==> src/core/ptcp_pkg.sv <==
package ptcp_pkg;
  // ----------------------------------------
  // bus geometry
  // ----------------------------------------
  localparam int ADDR_W = 8;
  localparam int CNT_W = 10;
  // ----------------------------------------
  // register byte offsets
  // ----------------------------------------
  localparam logic [7:0] OFS_CTRL0 = 8'h00;
  localparam logic [7:0] OFS_CTRL1 = 8'h04;
  localparam logic [7:0] OFS_CNT_LO = 8'h08;
  localparam logic [7:0] OFS_CNT_HI = 8'h0c;
  localparam logic [7:0] OFS_DUTY_LO = 8'h10;
  localparam logic [7:0] OFS_DUTY_HI = 8'h14;
  localparam logic [7:0] OFS_PER_LO = 8'h18;
  localparam logic [7:0] OFS_PER_HI = 8'h1c;
  localparam logic [7:0] OFS_FLAGS = 8'h20;
  // ----------------------------------------
  // control field positions
  // ----------------------------------------
  localparam int C0_PAUSE = 7;
  localparam int C0_ON = 3;
  localparam int C1_MODE = 6;
  localparam int C1_PIN = 4;
  localparam int C1_OC = 3;
  localparam int C1_INV = 2;
  localparam int C1_CAPS = 1;
  localparam int C1_CCLR = 0;
  localparam int FL_A = 0;
  localparam int FL_P = 1;
  // ----------------------------------------
  // reset values
  // ----------------------------------------
  localparam logic [7:0] RST_BYTE = 8'h00;
  localparam logic [9:0] RST_CNT = 10'h000;
  // ----------------------------------------
  // mode and pin codes
  // ----------------------------------------
  localparam logic [1:0] MODE_CMP = 2'h0;
  localparam logic [1:0] MODE_CAP = 2'h1;
  localparam logic [1:0] MODE_PWM = 2'h2;
  localparam logic [1:0] MODE_TC = 2'h3;
  localparam logic [1:0] PIN_KEEP = 2'h0;
  localparam logic [1:0] PIN_LOW = 2'h1;
  localparam logic [1:0] PIN_HIGH = 2'h2;
  localparam logic [1:0] PIN_TOG = 2'h3;
  localparam logic [1:0] PWM_OFF = 2'h0;
  localparam logic [1:0] PWM_ON = 2'h1;
  localparam logic [1:0] PWM_WAVE = 2'h2;
  localparam logic [9:0] CNT_MAX = 10'h3ff;
endpackage

==> src/core/ptcp_timer.sv <==
`timescale 1ns/10ps
module ptcp_timer (
  // clock and reset
  input wire logic i_clock,
  input wire logic i_rstn,
  input wire logic i_clk_en,
  // ahb-lite slave
  input wire logic i_hsel,
  input wire logic [31:0] i_haddr,
  input wire logic [1:0] i_htrans,
  input wire logic i_hwrite,
  input wire logic [2:0] i_hsize,
  input wire logic [31:0] i_hwdata,
  input wire logic i_hready,
  output logic [31:0] o_hrdata,
  output logic o_hreadyout,
  output logic o_hresp,
  // counter clock tick
  input wire logic i_count_tick,
  // pins
  input wire logic i_timer_pin_in,
  input wire logic i_external_clock_pin,
  output logic o_timer_pin_out,
  output logic o_timer_pin_oe,
  output logic o_capture_trigger
);
  import ptcp_pkg::*;

  // ----------------------------------------
  // state
  // ----------------------------------------
  logic [7:0] ctrl0_q;
  logic [7:0] ctrl1_q;
  logic [9:0] cnt_q;
  logic [9:0] duty_q;
  logic [9:0] per_q;
  logic [7:0] duty_stage_q;
  logic [7:0] per_stage_q;
  logic flag_a_q;
  logic flag_p_q;
  logic on_prev_q;
  logic cmp_lvl_q;
  logic wr_q;
  logic rd_q;
  logic [7:0] addr_q;

  // ----------------------------------------
  // decode
  // ----------------------------------------
  logic on_b;
  logic rise;
  logic adv;
  logic [1:0] mode;
  logic [1:0] pin;
  logic oc;
  logic inv;
  logic [9:0] inc;
  logic hit_a;
  logic hit_p;
  logic clr_on_a;
  logic set_a;
  logic set_p;
  logic full;
  logic pwm_act;
  logic pwm_lvl;
  logic acc;
  logic wr_en;
  logic fl_clr_a;
  logic fl_clr_p;

  function automatic logic [31:0] rd_word(input logic [7:0] a);
    logic [31:0] w;
    w = 32'h0000_0000;
    unique case (a)
      OFS_CTRL0: w[7:0] = ctrl0_q;
      OFS_CTRL1: w[7:0] = ctrl1_q;
      OFS_CNT_LO: w[7:0] = cnt_q[7:0];
      OFS_CNT_HI: w[1:0] = cnt_q[9:8];
      OFS_DUTY_LO: w[7:0] = duty_stage_q;
      OFS_DUTY_HI: w[1:0] = duty_q[9:8];
      OFS_PER_LO: w[7:0] = per_stage_q;
      OFS_PER_HI: w[1:0] = per_q[9:8];
      OFS_FLAGS: w[1:0] = {flag_p_q, flag_a_q};
      default: w = 32'h0000_0000;
    endcase
    return w;
  endfunction

  assign on_b = ctrl0_q[C0_ON];
  assign mode = ctrl1_q[C1_MODE +: 2];
  assign pin = ctrl1_q[C1_PIN +: 2];
  assign oc = ctrl1_q[C1_OC];
  assign inv = ctrl1_q[C1_INV];
  assign rise = on_b && !on_prev_q;
  assign adv = i_clk_en && on_b && !ctrl0_q[C0_PAUSE] && i_count_tick && !rise;
  assign inc = cnt_q + 10'h001;
  assign hit_a = (duty_q != RST_CNT) && (inc == duty_q);
  assign hit_p = (per_q != RST_CNT) && (inc == per_q);
  assign clr_on_a = ctrl1_q[C1_CCLR] && (mode == MODE_CMP || mode == MODE_TC);
  assign set_a = adv && hit_a;
  assign set_p = adv && hit_p && !clr_on_a;
  assign full = (per_q != RST_CNT) && (duty_q >= per_q);
  assign pwm_act = full || (cnt_q < duty_q);
  assign acc = i_hsel && i_htrans[1] && i_hready;
  assign wr_en = i_clk_en && wr_q;
  assign fl_clr_a = wr_en && addr_q == OFS_FLAGS && i_hwdata[FL_A];
  assign fl_clr_p = wr_en && addr_q == OFS_FLAGS && i_hwdata[FL_P];

  always_comb begin
    unique case (pin)
      PWM_OFF: pwm_lvl = !oc;
      PWM_ON: pwm_lvl = oc;
      PWM_WAVE: pwm_lvl = pwm_act ? oc : !oc;
      default: pwm_lvl = !oc;
    endcase
  end

  // ----------------------------------------
  // bus phases
  // ----------------------------------------
  always_ff @(posedge i_clock or negedge i_rstn) begin
    if (!i_rstn) begin
      wr_q <= 1'b0;
      rd_q <= 1'b0;
      addr_q <= RST_BYTE;
    end else if (i_clk_en) begin
      wr_q <= acc && i_hwrite;
      rd_q <= acc && !i_hwrite;
      if (acc) begin
        addr_q <= i_haddr[ADDR_W-1:0];
      end
    end
  end

  always_ff @(posedge i_clock or negedge i_rstn) begin
    if (!i_rstn) begin
      o_hreadyout <= 1'b1;
      o_hrdata <= 32'h0000_0000;
      o_hresp <= 1'b0;
    end else if (i_clk_en) begin
      o_hresp <= 1'b0;
      if (acc && !i_hwrite) begin
        o_hreadyout <= 1'b0;
      end else begin
        o_hreadyout <= 1'b1;
      end
      if (rd_q) begin
        o_hrdata <= rd_word(addr_q);
      end
    end
  end

  // ----------------------------------------
  // control and compare registers
  // ----------------------------------------
  always_ff @(posedge i_clock or negedge i_rstn) begin
    if (!i_rstn) begin
      ctrl0_q <= RST_BYTE;
      ctrl1_q <= RST_BYTE;
    end else if (wr_en) begin
      if (addr_q == OFS_CTRL0) begin
        ctrl0_q <= {i_hwdata[7:3], 3'h0};
      end
      if (addr_q == OFS_CTRL1) begin
        ctrl1_q <= i_hwdata[7:0];
      end
    end
  end

  always_ff @(posedge i_clock or negedge i_rstn) begin
    if (!i_rstn) begin
      duty_stage_q <= RST_BYTE;
      per_stage_q <= RST_BYTE;
      duty_q <= RST_CNT;
      per_q <= RST_CNT;
    end else if (wr_en) begin
      unique case (addr_q)
        OFS_DUTY_LO: duty_stage_q <= i_hwdata[7:0];
        OFS_DUTY_HI: duty_q <= {i_hwdata[1:0], duty_stage_q};
        OFS_PER_LO: per_stage_q <= i_hwdata[7:0];
        OFS_PER_HI: per_q <= {i_hwdata[1:0], per_stage_q};
        default: begin
        end
      endcase
    end
  end

  // ----------------------------------------
  // counter
  // ----------------------------------------
  always_ff @(posedge i_clock or negedge i_rstn) begin
    if (!i_rstn) begin
      cnt_q <= RST_CNT;
      on_prev_q <= 1'b0;
    end else if (i_clk_en) begin
      on_prev_q <= on_b;
      if (rise) begin
        cnt_q <= RST_CNT;
      end else if (adv) begin
        if (clr_on_a ? hit_a : hit_p) begin
          cnt_q <= RST_CNT;
        end else begin
          cnt_q <= inc;
        end
      end
    end
  end

  // ----------------------------------------
  // match flags, set wins over clear
  // ----------------------------------------
  always_ff @(posedge i_clock or negedge i_rstn) begin
    if (!i_rstn) begin
      flag_a_q <= 1'b0;
      flag_p_q <= 1'b0;
    end else if (i_clk_en) begin
      if (set_a) begin
        flag_a_q <= 1'b1;
      end else if (fl_clr_a) begin
        flag_a_q <= 1'b0;
      end
      if (set_p) begin
        flag_p_q <= 1'b1;
      end else if (fl_clr_p) begin
        flag_p_q <= 1'b0;
      end
    end
  end

  // ----------------------------------------
  // pin logic
  // ----------------------------------------
  always_ff @(posedge i_clock or negedge i_rstn) begin
    if (!i_rstn) begin
      cmp_lvl_q <= 1'b0;
    end else if (i_clk_en) begin
      if (rise) begin
        cmp_lvl_q <= oc;
      end else if (set_a && mode == MODE_CMP) begin
        unique case (pin)
          PIN_KEEP: cmp_lvl_q <= cmp_lvl_q;
          PIN_LOW: cmp_lvl_q <= 1'b0;
          PIN_HIGH: cmp_lvl_q <= 1'b1;
          PIN_TOG: cmp_lvl_q <= !cmp_lvl_q;
        endcase
      end
    end
  end

  always_ff @(posedge i_clock or negedge i_rstn) begin
    if (!i_rstn) begin
      o_timer_pin_out <= 1'b0;
      o_timer_pin_oe <= 1'b0;
      o_capture_trigger <= 1'b0;
    end else if (i_clk_en) begin
      o_capture_trigger <= ctrl1_q[C1_CAPS] ? i_external_clock_pin : i_timer_pin_in;
      unique case (mode)
        MODE_CMP: begin
          o_timer_pin_out <= cmp_lvl_q ^ inv;
          o_timer_pin_oe <= 1'b1;
        end
        MODE_PWM: begin
          o_timer_pin_out <= pwm_lvl ^ inv;
          o_timer_pin_oe <= 1'b1;
        end
        default: begin
          o_timer_pin_out <= 1'b0;
          o_timer_pin_oe <= 1'b0;
        end
      endcase
    end
  end

  logic duty_hi_wr;
  assign duty_hi_wr = wr_en && addr_q == OFS_DUTY_HI;
endmodule

==> config.mk <==
export PLATFORM = sky130hd
export DESIGN_NAME = ptcp_timer
export DESIGN_NICKNAME = d
export VERILOG_FILES = /design/src/core/ptcp_pkg.sv /design/src/core/ptcp_timer.sv
export SDC_FILE = /design/constraint.sdc
export NUM_CORES = 1
export LEC_CHECK = 0
export BUFFER_PORTS_ARGS = -buffer_cell sky130_fd_sc_hd__buf_4
export CORE_UTILIZATION = 30
export CTS_CLUSTER_SIZE = 30
export DETAILED_ROUTE_END_ITERATION = 7
export PLACE_DENSITY = 0.49
export SYNTH_ARGS = -nofsm -noshare
export SYNTH_HDL_FRONTEND = slang
export SYNTH_SLANG_ARGS = --single-unit
==> constraint.sdc <==
create_clock -name i_clock -period 2.2 [get_ports i_clock]
set_input_delay 0.22 -clock i_clock [delete_from_list [all_inputs] [get_ports i_clock]]
set_output_delay 0.22 -clock i_clock [all_outputs]
set_load 0.1 [all_outputs]
## Yosys cells after proc, flatten, opt, wreduce, memory -nomap -nowiden

Cells that the tools add are included.

- Add/subtract/negate cells: 1
- Multipliers: 0
- Divide/modulo/power cells: 0
- $lt $le $gt $ge: 2
- Equality and inequality tests: 16
- Shifts and indexed selects: 0
- Multiplexer cells: 19
- Bitwise gates (word level): 2
- Reductions and logical operators: 52

Operators with widths:

| kind | number |
|---|---|
| 8-bit by 5-bit == test with 1-bit output, second input constant | 4 |
| 10-bit two-way mux | 3 |
| 6-bit case mux with 5 select lines | 1 |
| 2-bit AND reduction | 11 |
| 1-bit logical AND | 21 |
| 10-bit == test | 2 |
| 10-bit nonzero test | 2 |
| 8-bit by 4-bit == test with 1-bit output, second input constant | 2 |
| 2-bit case mux with 8 select lines | 1 |
| 1-bit two-way mux | 11 |
| 10-bit by 1-bit adder with 10-bit output, second input constant | 1 |
| 10-bit >= comparator | 1 |
| 10-bit less-than comparator | 1 |
| 2-bit == test, second input constant | 4 |
| 8-bit by 3-bit == test with 1-bit output, second input constant | 1 |
| 8-bit by 6-bit == test with 1-bit output, second input constant | 1 |
| 8-bit logical NOT | 1 |
| 2-bit nonzero test | 4 |
| 1-bit logical NOT | 7 |
| 2-bit logical NOT | 2 |
| 1-bit case mux with 2 select lines | 2 |
| 1-bit case mux with 3 select lines | 1 |
| 3-bit AND reduction | 1 |
| 2-bit by 1-bit == test with 1-bit output, second input constant | 1 |
| 4 further kinds | 6 |

- Register bits: 85
- Bits in latches: 0
- Bits in writable memories: 0
- Bits in read-only memories: 0
- Output and inout bits: 37
- Logic and storage cells: 111
- Memories kept: 0

## Logic depth before layout (Yosys ltp)

- Word-level depth: 8
- Mapped depth: 10

## Worst setup path after synthesis

Ideal clock, no wire load.

- Kind: reg2reg
- Start: register cnt_q[0]
- End: register cnt_q[9]
- Arrival time: 2156 ps
- Setup slack: -78 ps
- Cell stages (with the launch flop): 10
- Buffers on the path: 2
- Clock period less this slack: 2278 ps
- Cell sequence: dfrtp_1 > ha_1 > buf_2 > nand3_2 > nor4_2 > a21oi_1 > nor4_4 > nand3b_4 > buf_6 > a32o_1

- Word-level cells in the longest chain between the ends: 7

RTL lines:

| item | line | RTL |
|---|---|---|
| start: declaration | ptcp_timer.sv:34 | `logic [9:0] cnt_q;` |
| start signal: assignment | ptcp_timer.sv:203 | `cnt_q <= inc;` |
| 10-bit by 1-bit adder with 10-bit output * | ptcp_timer.sv:96 | `assign inc = cnt_q + 10'h001;` |
| 10-bit == test (on tied branches) | ptcp_timer.sv:98, ptcp_timer.sv:97 |  |
| 1-bit logical AND (on tied branches) | ptcp_timer.sv:98, ptcp_timer.sv:97 |  |
| 1-bit two-way mux | ptcp_timer.sv:200 | `if (clr_on_a ? hit_a : hit_p) begin` |
| 10-bit two-way mux * | ptcp_timer.sv:200 |  |
| 10-bit two-way mux * | ptcp_timer.sv:199 | `end else if (adv) begin` |
| 10-bit two-way mux * | ptcp_timer.sv:197 | `if (rise) begin` |

Mark *: on every way between the ends. The rest lies on a longest branch, timed or not. The select of a mux whose other input is x is not followed.
A chain may end at the register's enable or synchronous reset.

## Final worst setup path

- Start: register cnt_q[1]
- End: register cmp_lvl_q

- Word-level cells in the longest chain between the ends: 7

RTL lines:

| item | line | RTL |
|---|---|---|
| 10-bit by 1-bit adder with 10-bit output | ptcp_timer.sv:96 |  |
| 10-bit == test | ptcp_timer.sv:97 | `assign hit_a = (duty_q != RST_CNT) && (inc == duty_q);` |
| 1-bit logical AND | ptcp_timer.sv:97 |  |
| 1-bit logical AND | ptcp_timer.sv:100 | `assign set_a = adv && hit_a;` |
| 1-bit logical AND | ptcp_timer.sv:239 | `end else if (set_a && mode == MODE_CMP) begin` |
| 2-bit nonzero test (no source line) | n/a |  |
| 3-bit AND reduction (no source line) | n/a |  |
| end signal: assignment | ptcp_timer.sv:241 | `PIN_KEEP: cmp_lvl_q <= cmp_lvl_q;` |
| end signal: assignment | ptcp_timer.sv:244 | `PIN_TOG: cmp_lvl_q <= !cmp_lvl_q;` |
| end: declaration | ptcp_timer.sv:42 | `logic cmp_lvl_q;` |

Every way passes these cells.

==> impl_metrics.json <==
{
  "clock_skew_ps": 11.2,
  "clock_sinks": 85,
  "htreeDepth": 3,
  "gp_congestion": 0.860,
  "num_rows": 48,
  "sw_frac_of_total_pct": 31.5,
  "max_freq_mhz": 445,
  "synth_async_sr_flop_share_pct": 100,
  "die_y_um": 134,
  "cap_violations": 0,
  "initial_core_util_pct": 30.6,
  "internal_power_mw": 2.85,
  "fin_ws_ps": -46.0,
  "layout_commonest_cell": "buf_4",
  "cp.arrival_ps": 2510,
  "drt_first_pass_iters": 4,
  "area_growth_pct": 32.4,
  "final_cell_mix": "124 x buf_4, 76 x dfrtp_1, 42 x nand2_1, 41 x mux2_2",
  "numCtsBuffers": 9,
  "ys_dominant_reg_cell": "dfrtp_1",
  "worstSetupPathType": "flip-flop to flip-flop",
  "power_frac_clock_pct": 36.0,
  "period_share_pct": 102,
  "syn_inst": 530,
  "yosys-top-cells-area": "dfrtp_1 40%, mux2_2 8.8%, ha_1 6.4%",
  "netlist_area_um2": 5250,
  "synth.yosys.warnings": 0,
  "min_path_type": "input pin to flip-flop",
  "synth-edff-count": 0,
  "cts_tree": "done",
  "critPathMaxFanout": 4,
  "multi_input_area_um2": 3040,
  "setup_viol": 6,
  "drive_above_1_share_pct": 36.8,
  "insertedDiodeCount": 0,
  "start_kind": "flip-flop",
  "final_area_um2": 6950,
  "num_vias": 4452,
  "cellPowerDensity_nw_per_um2": 599,
  "clock_latency_ps": 350,
  "synth_cell_types": 64,
  "status": "finished, violations left",
  "grt_pass1_wl_mm": 24.6,
  "worstSetupEndpointType": "flip-flop",
  "drt_wl_total_mm": 15.8,
  "grt_max_degree": 39,
  "yosysTopAreaCellShare_pct": 40.0,
  "drv_slew": 0,
  "placed_area_um2": 6270,
  "critPathSlowestCell": "dfrtp_2",
  "max_stage_delay_ps": 420,
  "overflow": 0,
  "synth.largest_area_cell": "dfrtp_1",
  "cts_root_buf": "clkbuf_16",
  "nNetsFinal": 758,
  "hold_ws_ps": 67.8,
  "ys_seq_area_share_pct": 40.5,
  "fin_total_pwr_mw": 4.16,
  "hold_violations": 0,
  "period_minus_slack_ps": 2250,
  "cts_buffer_depth": 2,
  "fill_cells": 1732,
  "required_ps": 2470,
  "antenna_left": 0,
  "port_buffers": 37,
  "first_global_vias": 4404,
  "sequentialPowerShare_pct": 42.4,
  "leakage_nw": 3.27,
  "slew_headroom_pct": 64.8,
  "drt_iter0_drc": 327,
  "ios": 115,
  "rsz0062_at_grt": "yes",
  "cp_cell_sequence": "buf_6 -> nand4_4 -> o211ai_1 -> o2111ai_2 -> nor4_4 -> buf_4 -> nand4_1 -> o21ai_2 -> mux2i_1",
  "violations": "setup timing",
  "place_hpwl_mm": 11.8,
  "die_area_um2": 18000,
  "coreArea_um2": 17200,
  "track_usage_pct": 18.0,
  "synth_area_per_cell_um2": 9.91,
  "worstMarginPinSlew_ps": 526,
  "antenna_found_initial": 1,
  "die_w_um": 134,
  "power_frac_comb_pct": 21.5,
  "viasPerCell": 5.05,
  "pre_cts_ws_ps": -208,
  "ir_drop_uv": 453,
  "clkSlewWorstSetupHoldPaths_ps": 60,
  "regArea_um2": 2140,
  "synth-seq-cells": 85,
  "avgRoutedWirePerCell_um": 17.9,
  "drc": 0,
  "p_switching_mw": 1.31
}
through the flow:
step	utilization, %	std cells	TNS, ps
2_1_floorplan	-	554	0
6_report	40.5	882	-164
3_3_place_gp	36.5	852	-1250
3_5_place_dp	36.5	852	-1890
4_1_cts	39.5	878	-126
5_1_grt	40.5	882	-1040
final timing paths:
kind	from	to	slack (ps)	cells past startpoint
min	i_hwrite	rd_q	70	2
max reg2reg	cnt_q[1]	cmp_lvl_q	-50	9
min reg2reg	flag_a_q	flag_a_q	470	2
min in group asynchronous	i_rstn	rd_q	340	2
max	cnt_q[1]	cmp_lvl_q	-50	9
max in group asynchronous	i_rstn	per_q[3]	1190	3
critical path: cells and delay by family (launching register included):
kind	cells	cell delay (ps)
AND/OR/NAND/NOR	3	580
AO/OA/AOI/OAI	3	610
flip-flops	1	420
multiplexers	1	200
buffers and inverters	2	340
kinds of logic after synthesis:
| family | Yosys count | synth area share, % |
|---|---|---|
| AOI/OAI and AO/OA | 117 | 15.0 |
| xor gates and xnor gates | 22 | 3.96 |
| adders and majority gates | 27 | 6.43 |
| buffers and inverters | 80 | 8.08 |
| DFF | 85 | 40.5 |
| muxes | 50 | 10.6 |
| other | 1 | 0.0714 |
| and+or+nand+nor | 148 | 15.3 |
area by class of cell:
type | instances | area share (%)
Timing Repair Buffer | 136 | 15.8
Multi-Input combinational cell | 391 | 43.7
Tap cell | 225 | 4.05
Inverter | 30 | 1.62
Sequential cell | 85 | 30.8
Clock buffer | 11 | 3.35
Clock inverter | 4 | 0.720
per-layer routing:
layer / global-route usage [%] / vias up / routed length, um
li1: - / 2119 / -
met5: 0 / - / 0
met1: 23.7 / 2211 / 7370
met3: 4.16 / 18 / 630
met4: 4.81 / 0 / 321
met2: 29.5 / 104 / 7500
power groups by stage:
stage	clock, mW	sequential [mW]	combinational (mW)
3_5_place_dp	0	1.79	0.836
5_1_grt	1.60	1.78	0.966
3_3_place_gp	0	1.78	0.824
4_1_cts	1.54	1.77	0.889
2_1_floorplan	0	1.86	0.505
6_report	1.50	1.77	0.896
synth_stat cells, drive strengths merged (2+ instances only):
| cell | instances |
|---|---|
| dfrtp | 84 |
| mux2 | 43 |
| nand2 | 42 |
| buf | 36 |
| o21ai | 32 |
| nor2 | 31 |
| inv | 30 |
| ha | 27 |
| a21oi | 23 |
| nand3 | 17 |
| a31oi | 16 |
| clkbuf | 14 |
| nand4 | 13 |
| xnor2 | 12 |
| nor3 | 10 |
| a22o | 9 |
| nor4 | 9 |
| xor2 | 9 |
| mux2i | 7 |
| a221o | 5 |
| and3 | 5 |
| nor2b | 5 |
| o2111ai | 5 |
| a21o | 4 |
| a41oi | 4 |
| nand2b | 4 |
| a22oi | 3 |
| o22ai | 3 |
| o311ai | 3 |
| and4 | 2 |
| nand3b | 2 |
| nor3b | 2 |
| o211ai | 2 |
| o21a | 2 |
| or3 | 2 |
state kept, by name, indices dropped and copies added, names as in the netlist, 5 cells and up:
signal / count
ctrl0_q: 5
ctrl1_q: 8
duty_stage_q: 8
o_hrdata: 8
per_q: 10
duty_q: 10
addr_q: 8
per_stage_q: 8
cnt_q: 10
repair_timing:
| action | CTS | global route |
|---|---|---|
| hold buffers | 1 | 0 |
| endpoints found under the setup margin | 12 | 14 |
| endpoints found under the hold margin | 25 | 0 |
| resized for setup | 31 | 21 |
| cloned | 1 | 2 |
| pin swaps | 17 | 13 |
| buffers inserted | 9 | 3 |
No activity file was read; power rests on OpenSTA's default activity.
